File: config.mk
export PLATFORM = sky130hd
export DESIGN_NAME = spc_port_top
export DESIGN_NICKNAME = d
export VERILOG_FILES = /design/src/spc_pkg.sv /design/src/spc_port_top.sv /design/src/spc_sync.sv /design/src/spc_wb_if.sv
export SDC_FILE = /design/constraint.sdc
export NUM_CORES = 1
export LEC_CHECK = 0
export ABC_AREA = 1
export BUFFER_PORTS_ARGS = -buffer_cell sky130_fd_sc_hd__buf_4
export CORE_ASPECT_RATIO = 0.75
export CORE_MARGIN = 2
export CORE_UTILIZATION = 47
export DETAILED_ROUTE_END_ITERATION = 10
export GPL_ROUTABILITY_DRIVEN = 1
export PLACE_DENSITY = 0.79
export SETUP_SLACK_MARGIN = 0.15
export SLEW_MARGIN = 15
export SYNTH_ARGS = -nofsm -noshare
export SYNTH_HDL_FRONTEND = slang
export SYNTH_HIERARCHICAL = 1
export SYNTH_SLANG_ARGS = --single-unit
File: constraint.sdc
create_clock -name clk_i -period 1.7 [get_ports clk_i]
set_input_delay 0.085 -clock clk_i [delete_from_list [all_inputs] [get_ports clk_i]]
set_output_delay 0.085 -clock clk_i [all_outputs]
set_load 0.005 [all_outputs]
File: src/spc_pkg.sv
// shared constants for the serial port pin control block
package spc_pkg;
    localparam int ADR_W = 12;
    localparam int DAT_W = 32;

    // register indices; byte address is four times the index
    localparam logic [7:0] IDX_PIN_DATA = 8'hD6;
    localparam logic [7:0] IDX_PIN_DIR = 8'hD7;
    localparam logic [7:0] IDX_PULL_DRIVE = 8'hDB;
    localparam logic [7:0] IDX_SERIAL_CTRL = 8'hDC;

    localparam logic [7:0] PIN_DATA_RST = 8'h00;
    localparam logic [7:0] PIN_DIR_RST = 8'h00;
    localparam logic [7:0] PULL_DRIVE_RST = 8'h07;
    localparam logic [7:0] PULL_DRIVE_MASK = 8'h77;
    localparam logic [7:0] SERIAL_CTRL_RST = 8'h00;
    localparam logic [7:0] SERIAL_CTRL_MASK = 8'h3F;

    // pull-up and reduced-drive register fields
    localparam int REDUCE_DRIVE_UPPER_BIT = 6;
    localparam int REDUCE_DRIVE_MIDDLE_BIT = 5;
    localparam int REDUCE_DRIVE_LOWER_BIT = 4;
    localparam int PULLUP_EN_UPPER_BIT = 2;
    localparam int PULLUP_EN_MIDDLE_BIT = 1;
    localparam int PULLUP_EN_LOWER_BIT = 0;

    // serial control register fields
    localparam int SYNC_SERIAL_ENABLE_BIT = 0;
    localparam int WIRED_OR_MODE_BIT = 1;
    localparam int MASTER_SELECT_BIT = 2;
    localparam int SLAVE_SELECT_OUT_EN_BIT = 3;
    localparam int RX_TWO_WIRE_BIT = 4;
    localparam int TX_TWO_WIRE_BIT = 5;

    // pin groups
    localparam logic [7:0] PIN_GROUP_UPPER = 8'hF0;
    localparam logic [7:0] PIN_NOT_BONDED = 8'h0C;

    function automatic logic [ADR_W-1:0] idx_to_adr(input logic [7:0] idx);
        return {2'b00, idx, 2'b00};
    endfunction : idx_to_adr

    // spread three group bits over the eight pins
    function automatic logic [7:0] group_expand(input logic upper, input logic middle,
                                                input logic lower);
        return {{4{upper}}, {2{middle}}, {2{lower}}};
    endfunction : group_expand
endpackage : spc_pkg

File: src/spc_port_top.sv
// serial port pin control: data latch, direction, pull-up/drive and serial overrides
//
// Overview of operation
// RQ1: reset clears direction, all pins input
// RQ2: input pin reads back its pin level
// RQ3: output pin reads back its latch
// RQ4: writes never disturb serial-driven pins
// RQ5: direction bit 0 input, 1 output
// RQ6: two-wire receive forces receive pin input
// RQ7: two-wire transmit forces transmit pin output
// RQ8: pins 6..4 follow serial input needs
// RQ9: pins 6..4 serial outputs need direction set
// RQ10: slave mode: pin 7 always select input
// RQ11: master mode: bit 7 picks fault/output
// RQ12: three group bits reduce output drive
// RQ13: three group bits enable input pull-ups
// RQ14: pull-up off on any output pin
// RQ15: pins 3 and 2 not bonded out
// RQ16: serial enable dedicates pins 7..4
// RQ17: wired-or makes pins 7..4 open-drain
// RQ18: select output needs master, bit, enable
// RQ19: general outputs drive written latch value
//
// Register access over Wishbone was chosen for this implementation.
`timescale 1ns/1ns
`default_nettype none
module spc_port_top (
    // clock and reset
    input wire logic clk_i,
    input wire logic rst_i,
    // wishbone slave
    input wire logic cyc_i,
    input wire logic stb_i,
    input wire logic we_i,
    input wire logic [3:0] sel_i,
    input wire logic [spc_pkg::ADR_W-1:0] adr_i,
    input wire logic [spc_pkg::DAT_W-1:0] dat_i,
    output logic [spc_pkg::DAT_W-1:0] dat_o,
    output logic ack_o,
    // serial units (same clock)
    input wire logic [7:4] spi_out_i,
    input wire logic [6:4] spi_out_need_i,
    input wire logic sci_txd_i,
    output logic [7:0] pin_level_o,
    // pads
    input wire logic [7:0] pin_i,
    output logic [7:0] pin_o,
    output logic [7:0] pin_oe_o,
    output logic [7:0] pullup_o,
    output logic [7:0] reduce_drive_o
);
    logic rd_req;
    logic wr;
    logic [7:0] pin_sync;
    logic [7:0] latch_q;
    logic [7:0] dir_q;
    logic [7:0] pull_drive_q;
    logic [7:0] ser_ctrl_q;
    logic [spc_pkg::DAT_W-1:0] dat_q;
    logic [7:0] eff_dir_q;
    logic [7:0] pin_o_q;
    logic [7:0] pin_oe_q;
    logic [7:0] pullup_q;
    logic [7:0] reduce_q;
    logic [7:0] eff_dir;
    logic [7:0] eff_out;
    logic [7:0] pad_oe;
    logic [7:0] pad_out;
    logic [7:0] read_val;
    logic sync_serial_enable;
    logic wired_or_mode;
    logic master_select;
    logic slave_select_out_en;
    logic rx_two_wire;
    logic tx_two_wire;
    logic hit_data;
    logic hit_dir;
    logic hit_pull;
    logic hit_ser;

    spc_wb_if u_wb (
        .clk_i(clk_i),
        .rst_i(rst_i),
        .cyc_i(cyc_i),
        .stb_i(stb_i),
        .we_i(we_i),
        .sel0_i(sel_i[0]),
        .ack_o(ack_o),
        .rd_req_o(rd_req),
        .wr_o(wr)
    );

    spc_sync #(.WIDTH(8)) u_pin_sync (
        .clk_i(clk_i),
        .rst_i(rst_i),
        .async_i(pin_i),
        .sync_o(pin_sync)
    );

    assign hit_data = adr_i == spc_pkg::idx_to_adr(spc_pkg::IDX_PIN_DATA);
    assign hit_dir = adr_i == spc_pkg::idx_to_adr(spc_pkg::IDX_PIN_DIR);
    assign hit_pull = adr_i == spc_pkg::idx_to_adr(spc_pkg::IDX_PULL_DRIVE);
    assign hit_ser = adr_i == spc_pkg::idx_to_adr(spc_pkg::IDX_SERIAL_CTRL);

    assign sync_serial_enable = ser_ctrl_q[spc_pkg::SYNC_SERIAL_ENABLE_BIT];
    assign wired_or_mode = ser_ctrl_q[spc_pkg::WIRED_OR_MODE_BIT];
    assign master_select = ser_ctrl_q[spc_pkg::MASTER_SELECT_BIT];
    assign slave_select_out_en = ser_ctrl_q[spc_pkg::SLAVE_SELECT_OUT_EN_BIT];
    assign rx_two_wire = ser_ctrl_q[spc_pkg::RX_TWO_WIRE_BIT];
    assign tx_two_wire = ser_ctrl_q[spc_pkg::TX_TWO_WIRE_BIT];

    // latch always stores; pins owned by a serial unit ignore it
    always_ff @(posedge clk_i) begin
        if (rst_i) begin
            latch_q <= spc_pkg::PIN_DATA_RST;
        end else if (wr && hit_data) begin
            latch_q <= dat_i[7:0]; // RQ4 RQ19
        end
    end

    always_ff @(posedge clk_i) begin
        if (rst_i) begin
            dir_q <= spc_pkg::PIN_DIR_RST; // RQ1 RQ5
        end else if (wr && hit_dir) begin
            dir_q <= dat_i[7:0];
        end
    end

    always_ff @(posedge clk_i) begin
        if (rst_i) begin
            pull_drive_q <= spc_pkg::PULL_DRIVE_RST;
        end else if (wr && hit_pull) begin
            pull_drive_q <= dat_i[7:0] & spc_pkg::PULL_DRIVE_MASK;
        end
    end

    always_ff @(posedge clk_i) begin
        if (rst_i) begin
            ser_ctrl_q <= spc_pkg::SERIAL_CTRL_RST;
        end else if (wr && hit_ser) begin
            ser_ctrl_q <= dat_i[7:0] & spc_pkg::SERIAL_CTRL_MASK;
        end
    end

    // effective direction and source per pin
    always_comb begin
        eff_dir = dir_q; // RQ5
        eff_out = latch_q; // RQ19
        if (rx_two_wire) begin
            eff_dir[0] = 1'b0; // RQ6
        end
        if (tx_two_wire) begin
            eff_dir[1] = 1'b1; // RQ7
            eff_out[1] = sci_txd_i; // RQ4
        end
        if (sync_serial_enable) begin
            // RQ16
            for (int k = 4; k <= 6; k++) begin
                eff_dir[k] = spi_out_need_i[k] && dir_q[k]; // RQ8 RQ9
                eff_out[k] = spi_out_i[k];
            end
            if (!master_select) begin
                eff_dir[7] = 1'b0; // RQ10
            end else begin
                eff_dir[7] = dir_q[7]; // RQ11
                eff_out[7] = slave_select_out_en ? spi_out_i[7] : latch_q[7]; // RQ18
            end
        end
    end

    // wired-or: upper group only pulls low
    always_comb begin
        pad_oe = eff_dir;
        pad_out = eff_out;
        if (wired_or_mode) begin
            pad_oe = eff_dir & ~(eff_out & spc_pkg::PIN_GROUP_UPPER); // RQ17
            pad_out = eff_out & ~spc_pkg::PIN_GROUP_UPPER;
        end
    end

    // input pins show the pin, output pins the latch; unbonded inputs read 0
    assign read_val = (latch_q & eff_dir)
                    | (pin_sync & ~eff_dir & ~spc_pkg::PIN_NOT_BONDED); // RQ2 RQ3

    always_ff @(posedge clk_i) begin
        if (rst_i) begin
            dat_q <= '0;
        end else if (rd_req) begin
            unique case (1'b1)
                hit_data: dat_q <= {24'h000000, read_val};
                hit_dir: dat_q <= {24'h000000, dir_q};
                hit_pull: dat_q <= {24'h000000, pull_drive_q};
                hit_ser: dat_q <= {24'h000000, ser_ctrl_q};
                default: dat_q <= '0;
            endcase
        end
    end

    assign dat_o = dat_q;

    // registered pad controls
    always_ff @(posedge clk_i) begin
        if (rst_i) begin
            pin_o_q <= 8'h00;
            pin_oe_q <= 8'h00; // RQ1
            eff_dir_q <= 8'h00;
            pullup_q <= 8'h00;
            reduce_q <= 8'h00;
        end else begin
            pin_o_q <= pad_out & ~spc_pkg::PIN_NOT_BONDED;
            pin_oe_q <= pad_oe & ~spc_pkg::PIN_NOT_BONDED; // RQ15
            eff_dir_q <= eff_dir;
            pullup_q <= spc_pkg::group_expand(pull_drive_q[spc_pkg::PULLUP_EN_UPPER_BIT],
                                              pull_drive_q[spc_pkg::PULLUP_EN_MIDDLE_BIT],
                                              pull_drive_q[spc_pkg::PULLUP_EN_LOWER_BIT])
                        & ~eff_dir; // RQ13 RQ14
            reduce_q <= spc_pkg::group_expand(pull_drive_q[spc_pkg::REDUCE_DRIVE_UPPER_BIT],
                                              pull_drive_q[spc_pkg::REDUCE_DRIVE_MIDDLE_BIT],
                                              pull_drive_q[spc_pkg::REDUCE_DRIVE_LOWER_BIT]); // RQ12
        end
    end

    assign pin_o = pin_o_q;
    assign pin_oe_o = pin_oe_q;
    assign pullup_o = pullup_q;
    assign reduce_drive_o = reduce_q;
    assign pin_level_o = pin_sync;
endmodule : spc_port_top
`default_nettype wire

File: src/spc_sync.sv
// two flip-flop synchroniser for pin inputs
`timescale 1ns/1ns
`default_nettype none
module spc_sync #(
    parameter int WIDTH = 8
) (
    // clock and reset
    input wire logic clk_i,
    input wire logic rst_i,
    // async in, synchronised out
    input wire logic [WIDTH-1:0] async_i,
    output logic [WIDTH-1:0] sync_o
);
    logic [WIDTH-1:0] meta_q;
    logic [WIDTH-1:0] sync_q;

    always_ff @(posedge clk_i) begin
        if (rst_i) begin
            meta_q <= '0;
            sync_q <= '0;
        end else begin
            meta_q <= async_i;
            sync_q <= meta_q;
        end
    end

    assign sync_o = sync_q;
endmodule : spc_sync
`default_nettype wire

File: src/spc_wb_if.sv
// classic wishbone single-cycle handshake for the register file
`timescale 1ns/1ns
`default_nettype none
module spc_wb_if (
    // clock and reset
    input wire logic clk_i,
    input wire logic rst_i,
    // bus handshake
    input wire logic cyc_i,
    input wire logic stb_i,
    input wire logic we_i,
    input wire logic sel0_i,
    output logic ack_o,
    // strobes to the register file
    output logic rd_req_o,
    output logic wr_o
);
    logic ack_q;

    // ack one cycle after the request, dropped the cycle after
    always_ff @(posedge clk_i) begin
        if (rst_i) begin
            ack_q <= 1'b0;
        end else begin
            ack_q <= cyc_i && stb_i && !ack_q;
        end
    end

    assign ack_o = ack_q;
    assign rd_req_o = cyc_i && stb_i && !we_i && !ack_q;
    // write lands on the edge where the master samples ack
    assign wr_o = cyc_i && stb_i && we_i && sel0_i && ack_q;
endmodule : spc_wb_if
`default_nettype wire
Yosys cells after proc, flatten, opt, wreduce, memory -nomap -nowiden

Index checks and enable logic that the tools add are counted.

Bitwise operators: 7
Eq/ne operators: 4
Mux-type cells: 10
Reduce and logical (&&, ||, !) cells: 17

Operators with widths:

| cell                                             | number |
|---|---|
| == test 12 x 10 -> 1 bit (second input constant) | 4 |
| bitwise AND 8 bit                                | 4 |
| case mux 8 bit (4 select lines)                  | 1 |
| NOT 8 bit                                        | 2 |
| logical AND 1 bit                                | 14 |
| 2-to-1 mux 4 bit                                 | 2 |
| 2-to-1 mux 8 bit                                 | 1 |
| OR 8 bit                                         | 1 |
| 2-to-1 mux 1 bit                                 | 6 |
| zero test 1 bit                                  | 2 |
| OR reduction 2 bit                               | 1 |

Bits of input ports: 69
Register bits after elaboration: 106
Output and inout port bits: 73
Logic and storage cells: 53

Depth between registers and ports, before layout

Depth after elaboration: 6
Mapped depth: 10

Hierarchy

Netlist, hierarchy kept.

By module, submodules not included:

| module       | times used | cells each | area an instance (sq um) | seq. area each (sq um) |
|---|---|---|---|---|
| spc_port_top | 1          | 366        | 2805.2                   | 1181.1 |
| spc_sync     | 1          | 50         | 474.2                    | 320.3 |
| spc_wb_if    | 1          | 6          | 42.5                     | 20.0 |

Least setup slack after synthesis

No wires, ideal clock.

Kind: flip-flop to flip-flop
Start: register u_wb.ack_q, in the netlist u_wb/ack_o
End: register ser_ctrl_q[5]
Data required time: 1.583 ns
Slack: 0.115 ns
Library setup time: 0.117 ns
Period minus slack after synthesis: 1.585 ns
Cell stages (with the launch flop): 7
Arrival: 1.468 ns
Buffers on the path: 1
Cell sequence: dfxtp_1 -> nand3_1 -> nor2_1 -> nand3_1 -> buf_6 -> o21ai_1 -> a21oi_1

Word-level cells in the longest chain between the ends: 2

Ends and longest elaborated chain:

| element                  | RTL line            | RTL |
|---|---|---|
| start: declaration       | spc_wb_if.sv:18     | `logic ack_q;` |
| start signal: assignment | spc_wb_if.sv:25     | `ack_q <= cyc_i && stb_i && !ack_q;` |
| logical AND 1 bit        | spc_wb_if.sv:32     | `assign wr_o = cyc_i && stb_i && we_i && sel0_i && ack_q;` |
| via wr                   | spc_port_top.sv:53  | `logic wr;` |
| logical AND 1 bit        | spc_port_top.sv:140 | `end else if (wr && hit_ser) begin` |
| end signal: assignment   | spc_port_top.sv:139 | `ser_ctrl_q <= spc_pkg::SERIAL_CTRL_RST;` |
| end signal: assignment   | spc_port_top.sv:141 | `ser_ctrl_q <= dat_i[7:0] & spc_pkg::SERIAL_CTRL_MASK;` |
| end: declaration         | spc_port_top.sv:58  | `logic [7:0] ser_ctrl_q;` |

The timed path passes the listed nets, and every way through them passes these cells.
A chain may end at the register's enable or synchronous reset.

Worst setup path in the final report

Start: register u_wb.ack_q, in the netlist u_wb/ack_o
End: register ser_ctrl_q[1]

The elaborated chain is that of the path after synthesis.

==> results.md <==
- Largest stage delay on the critical path: 0.37 ns
- Clock latency on the worst-skew pair: 0.35 ns
- Fmax: 709.0 MHz
- Fin Setup TNS: 0 ns
- Crit share post-route: 82.96%
- RSZ-0062 raised after global routing: no
- Final min period: 1.410 ns
- CP bufs+invs: 1
- Post-Route WL: 7.490 mm
- Maximum vdd ir drop: 0.7045 mV
- Final Cell Area: 4136 sq um
- Synthesized instance count: 422
- Synthesized area: 3322 sq um
- CTS Sinks: 76
- GPL Wtd Cong: 0.8243
- Die Ht: 76.81 um
- Worst setup EP type: flip-flop
- First-pass DRT Iterations: 4
- Net switching power: 0.0007805 W
- Row cnt: 26
- CTS buffer count: 9
- Post-place instance area: 3855 sq um
- Footprint of the multi-input gates: 1331 sq um
- Root Driver: clkbuf_8
- Final Hold Viols: 0
- Lkg Pwr: 1.974 nW
- Critical Path End: ser_ctrl_q[1]
- Dpl hpwl: 5.555 mm
- Die width: 101.1 um
- R2R setup slack: 0.29 ns
- Worst setup SP type: flip-flop
- Fill cells: 603
- Sequential area share after synthesis: 45.80%
- Pwr Density: 822.4 nW/um^2
- Slowest CP cell: dfxtp_1
- Nets: 583
- Area grow syn2layout: 24.52%
- Final slew viol count: 0
- Clock Power Share: 38.0%
- Pre-CTS setup slack: 0.1936 ns
- Setup slack after layout: 0.2896 ns
- Number of global-route vias before repair: 2,630
- GRT Util Overall: 19.61%
- Remaining antenna violation count: 0
- Drt wl/cell: 12.42 um
- Initial core utilization: 48.63%
- Register area: 1521 sq um
- Flops & latches, synth: 76
- Skew final: 0.004782 ns
- Initial DRC Count: 181
- Initial antenna violation count: 0
- Combinational group share of total power: 8.4%
- Hold/Removal Path Class: in2reg
- Via count: 2,862
- Netlist cell types: 29
- Largest net degree at the start of global routing: 37
- First-pass GRT wire length: 11.94 mm
- WP depth: 6
- Total internal power: 0.002621 W
- Core area: 6832 sq um
- Share of cells above drive strength 1: 26.78%
- CP Max Fanout: 12
- Crit path arrival time: 1.64 ns
- Max Buffers Root-to-Sink: 2
- Via density: 4.746
- Flop pwr share: 53.6%
- Status: finished, final reports clean
- Ports: 142
- Setup CP Type: reg2reg
- Switching share of power: 22.94%
- Port Buffers: 86
- Antenna diodes: 0
- Worst Setup SP: u_wb/ack_o
- CTS H-tree lvls: 3
- Gr ovfl total: 0
- Crit-path leading delay family: simple AND/OR/NAND/NOR gates
- CTS clock-pin slew for the worst setup and hold paths: 0.07 ns
- Die Area: 7763 sq um
- Max_cap viols: 0
- Hold_sp: dat_i[0]
- Hold slack: 0.01871 ns
- Drt drc: 0
- Worst path required time: 1.93 ns
- FF-to-FF Start: u_wb/ack_o
- CP cell instances: nand3_1 > nor2_4 > nand3_1 > buf_4 > o21ai_0 > a21oi_1
- Mean Syn Cell Area: 7.872 sq um
- Postcts setup bufs: 0
- CP most frequent cell: nand3_1
- Reg2reg path depth: 6
- Ys Warns: 6
- Final count of negative-setup-slack endpoints: 0
- Reg-to-Reg End: ser_ctrl_q[1]
- CTS tree: yes
-- routing by layer --
layer  GRT usage, %  up-vias  routed length (um)
met5              0        -                   0
li1               -     1468                   -
met1          24.19     1283                3132
met2          32.19      102                3564
met4          5.541        0                  84
met3          7.019        9                 709
-- final cells by class --
class | instances | share of cell area [%]
Tap cell | 84 | 2.541
Clock buffer | 11 | 3.176
Multi-Input combinational cell | 268 | 32.18
Sequential cell | 76 | 36.78
Clock inverter | 5 | 1.270
Inverter | 59 | 5.414
Timing Repair Buffer | 100 | 18.63
-- cells by family after synthesis --
logic type | Yosys count | share of synthesized area (%)
flops | 76 | 45.80
simple gates | 157 | 23.65
buf+inv | 106 | 17.78
compound gates | 82 | 12.66
other cells | 1 | 0.1129
-- metrics by stage --
stage / utilization, % / power (W) / cells
6_report: 60.55 / 0.003402 / 603
3_5_place_dp: 56.43 / 0.002134 / 578
4_1_cts: 60.29 / 0.003429 / 602
3_3_place_gp: 56.43 / 0.002128 / 578
5_1_grt: 60.55 / 0.003545 / 603
2_1_floorplan: - / 0.002039 / 449
-- registers in the layout (all words and copies together) (netlist names), 3 cells and up --
name and cells:
dat_o 8, latch_q 8, reduce_drive_o 3, pull_drive_q 6, ser_ctrl_q 6, pin_oe_o 6, u_pin_sync/sync_o 8, dir_q 8
pullup_o 8, u_pin_sync/meta_q 8, pin_o 6
-- worst reg2reg max path: stages, from the launching register on --
cell and delay, ns:
dfxtp_1 0.37, nand3_1 0.14, nor2_4 0.26, nand3_1 0.12, buf_4 0.20, o21ai_0 0.15, a21oi_1 0.05
-- worst min path at each step --
stage / depth (start not counted) / slack [ns] / endpoint
5_1_grt: 3 / 0.01 / pull_drive_q[0]
3_5_place_dp: 3 / 0.29 / u_pin_sync/meta_q[6]
6_report: 3 / 0.02 / pull_drive_q[0]
2_1_floorplan: 1 / 0.16 / u_wb/ack_o
4_1_cts: 3 / 0.01 / pull_drive_q[0]
3_3_place_gp: 3 / 0.28 / u_pin_sync/meta_q[3]
-- cells in the final DEF, fill, tap and decap left out, types with 4 or more instances in the layout --
master | netlist | layout
nor3_1 | 4 | 4
o21ai_0 | 38 | 37
inv_2 | 5 | 5
dlygate4sd3_1 | 0 | 8
o21ai_1 | 13 | 14
nor2_1 | 49 | 48
clkbuf_8 | 0 | 9
inv_1 | 53 | 53
conb_1 | 1 | 28
a21oi_1 | 28 | 28
buf_4 | 34 | 92
nand2_1 | 47 | 47
dfxtp_1 | 76 | 76
nand3_1 | 30 | 30
nor2_2 | 8 | 8
nor2_4 | 5 | 6
-- power groups by stage --
stage / registers [W] / logic (W) / clock network [W]
after floorplan: 0.00187 / 0.000172 / 0
after global placement: 0.00187 / 0.000262 / 0
after detailed placement: 0.00187 / 0.000268 / 0
after CTS: 0.00182 / 0.000283 / 0.00132
after global routing: 0.00183 / 0.000317 / 0.00140
final: 0.00183 / 0.000285 / 0.00129
-- synthesized netlist by cell type --
library cell  count  share of area (%)
a21oi_1          28                4.2
a21oi_2           2               0.53
buf_1             1               0.11
buf_2             2               0.30
buf_4            34                7.7
buf_6             5                1.7
buf_8             2               0.90
clkbuf_1          3               0.34
conb_1            1               0.11
dfxtp_1          76                 46
inv_1            53                6.0
inv_2             5               0.57
inv_4             1               0.19
nand2_1          47                5.3
nand2_2           3               0.57
nand2_4           3                1.0
nand3_1          30                4.5
nand3_4           1               0.53
nand4_1           2               0.38
nand4_4           1               0.64
nor2_1           49                5.5
nor2_2            8                1.5
nor2_4            5                1.7
nor3_1            4               0.60
nor3_4            2               0.98
nor4_1            2               0.38
o211ai_1          1               0.23
o21ai_0          38                5.7
o21ai_1          13                2.0
-- what timing repair did --
item	in CTS	in global routing
hold buffers	8	0
setup endpoints to repair	0	21
endpoints found under the hold margin	8	0
gates resized for setup	0	2
No activity file was read; power rests on OpenSTA's default activity.
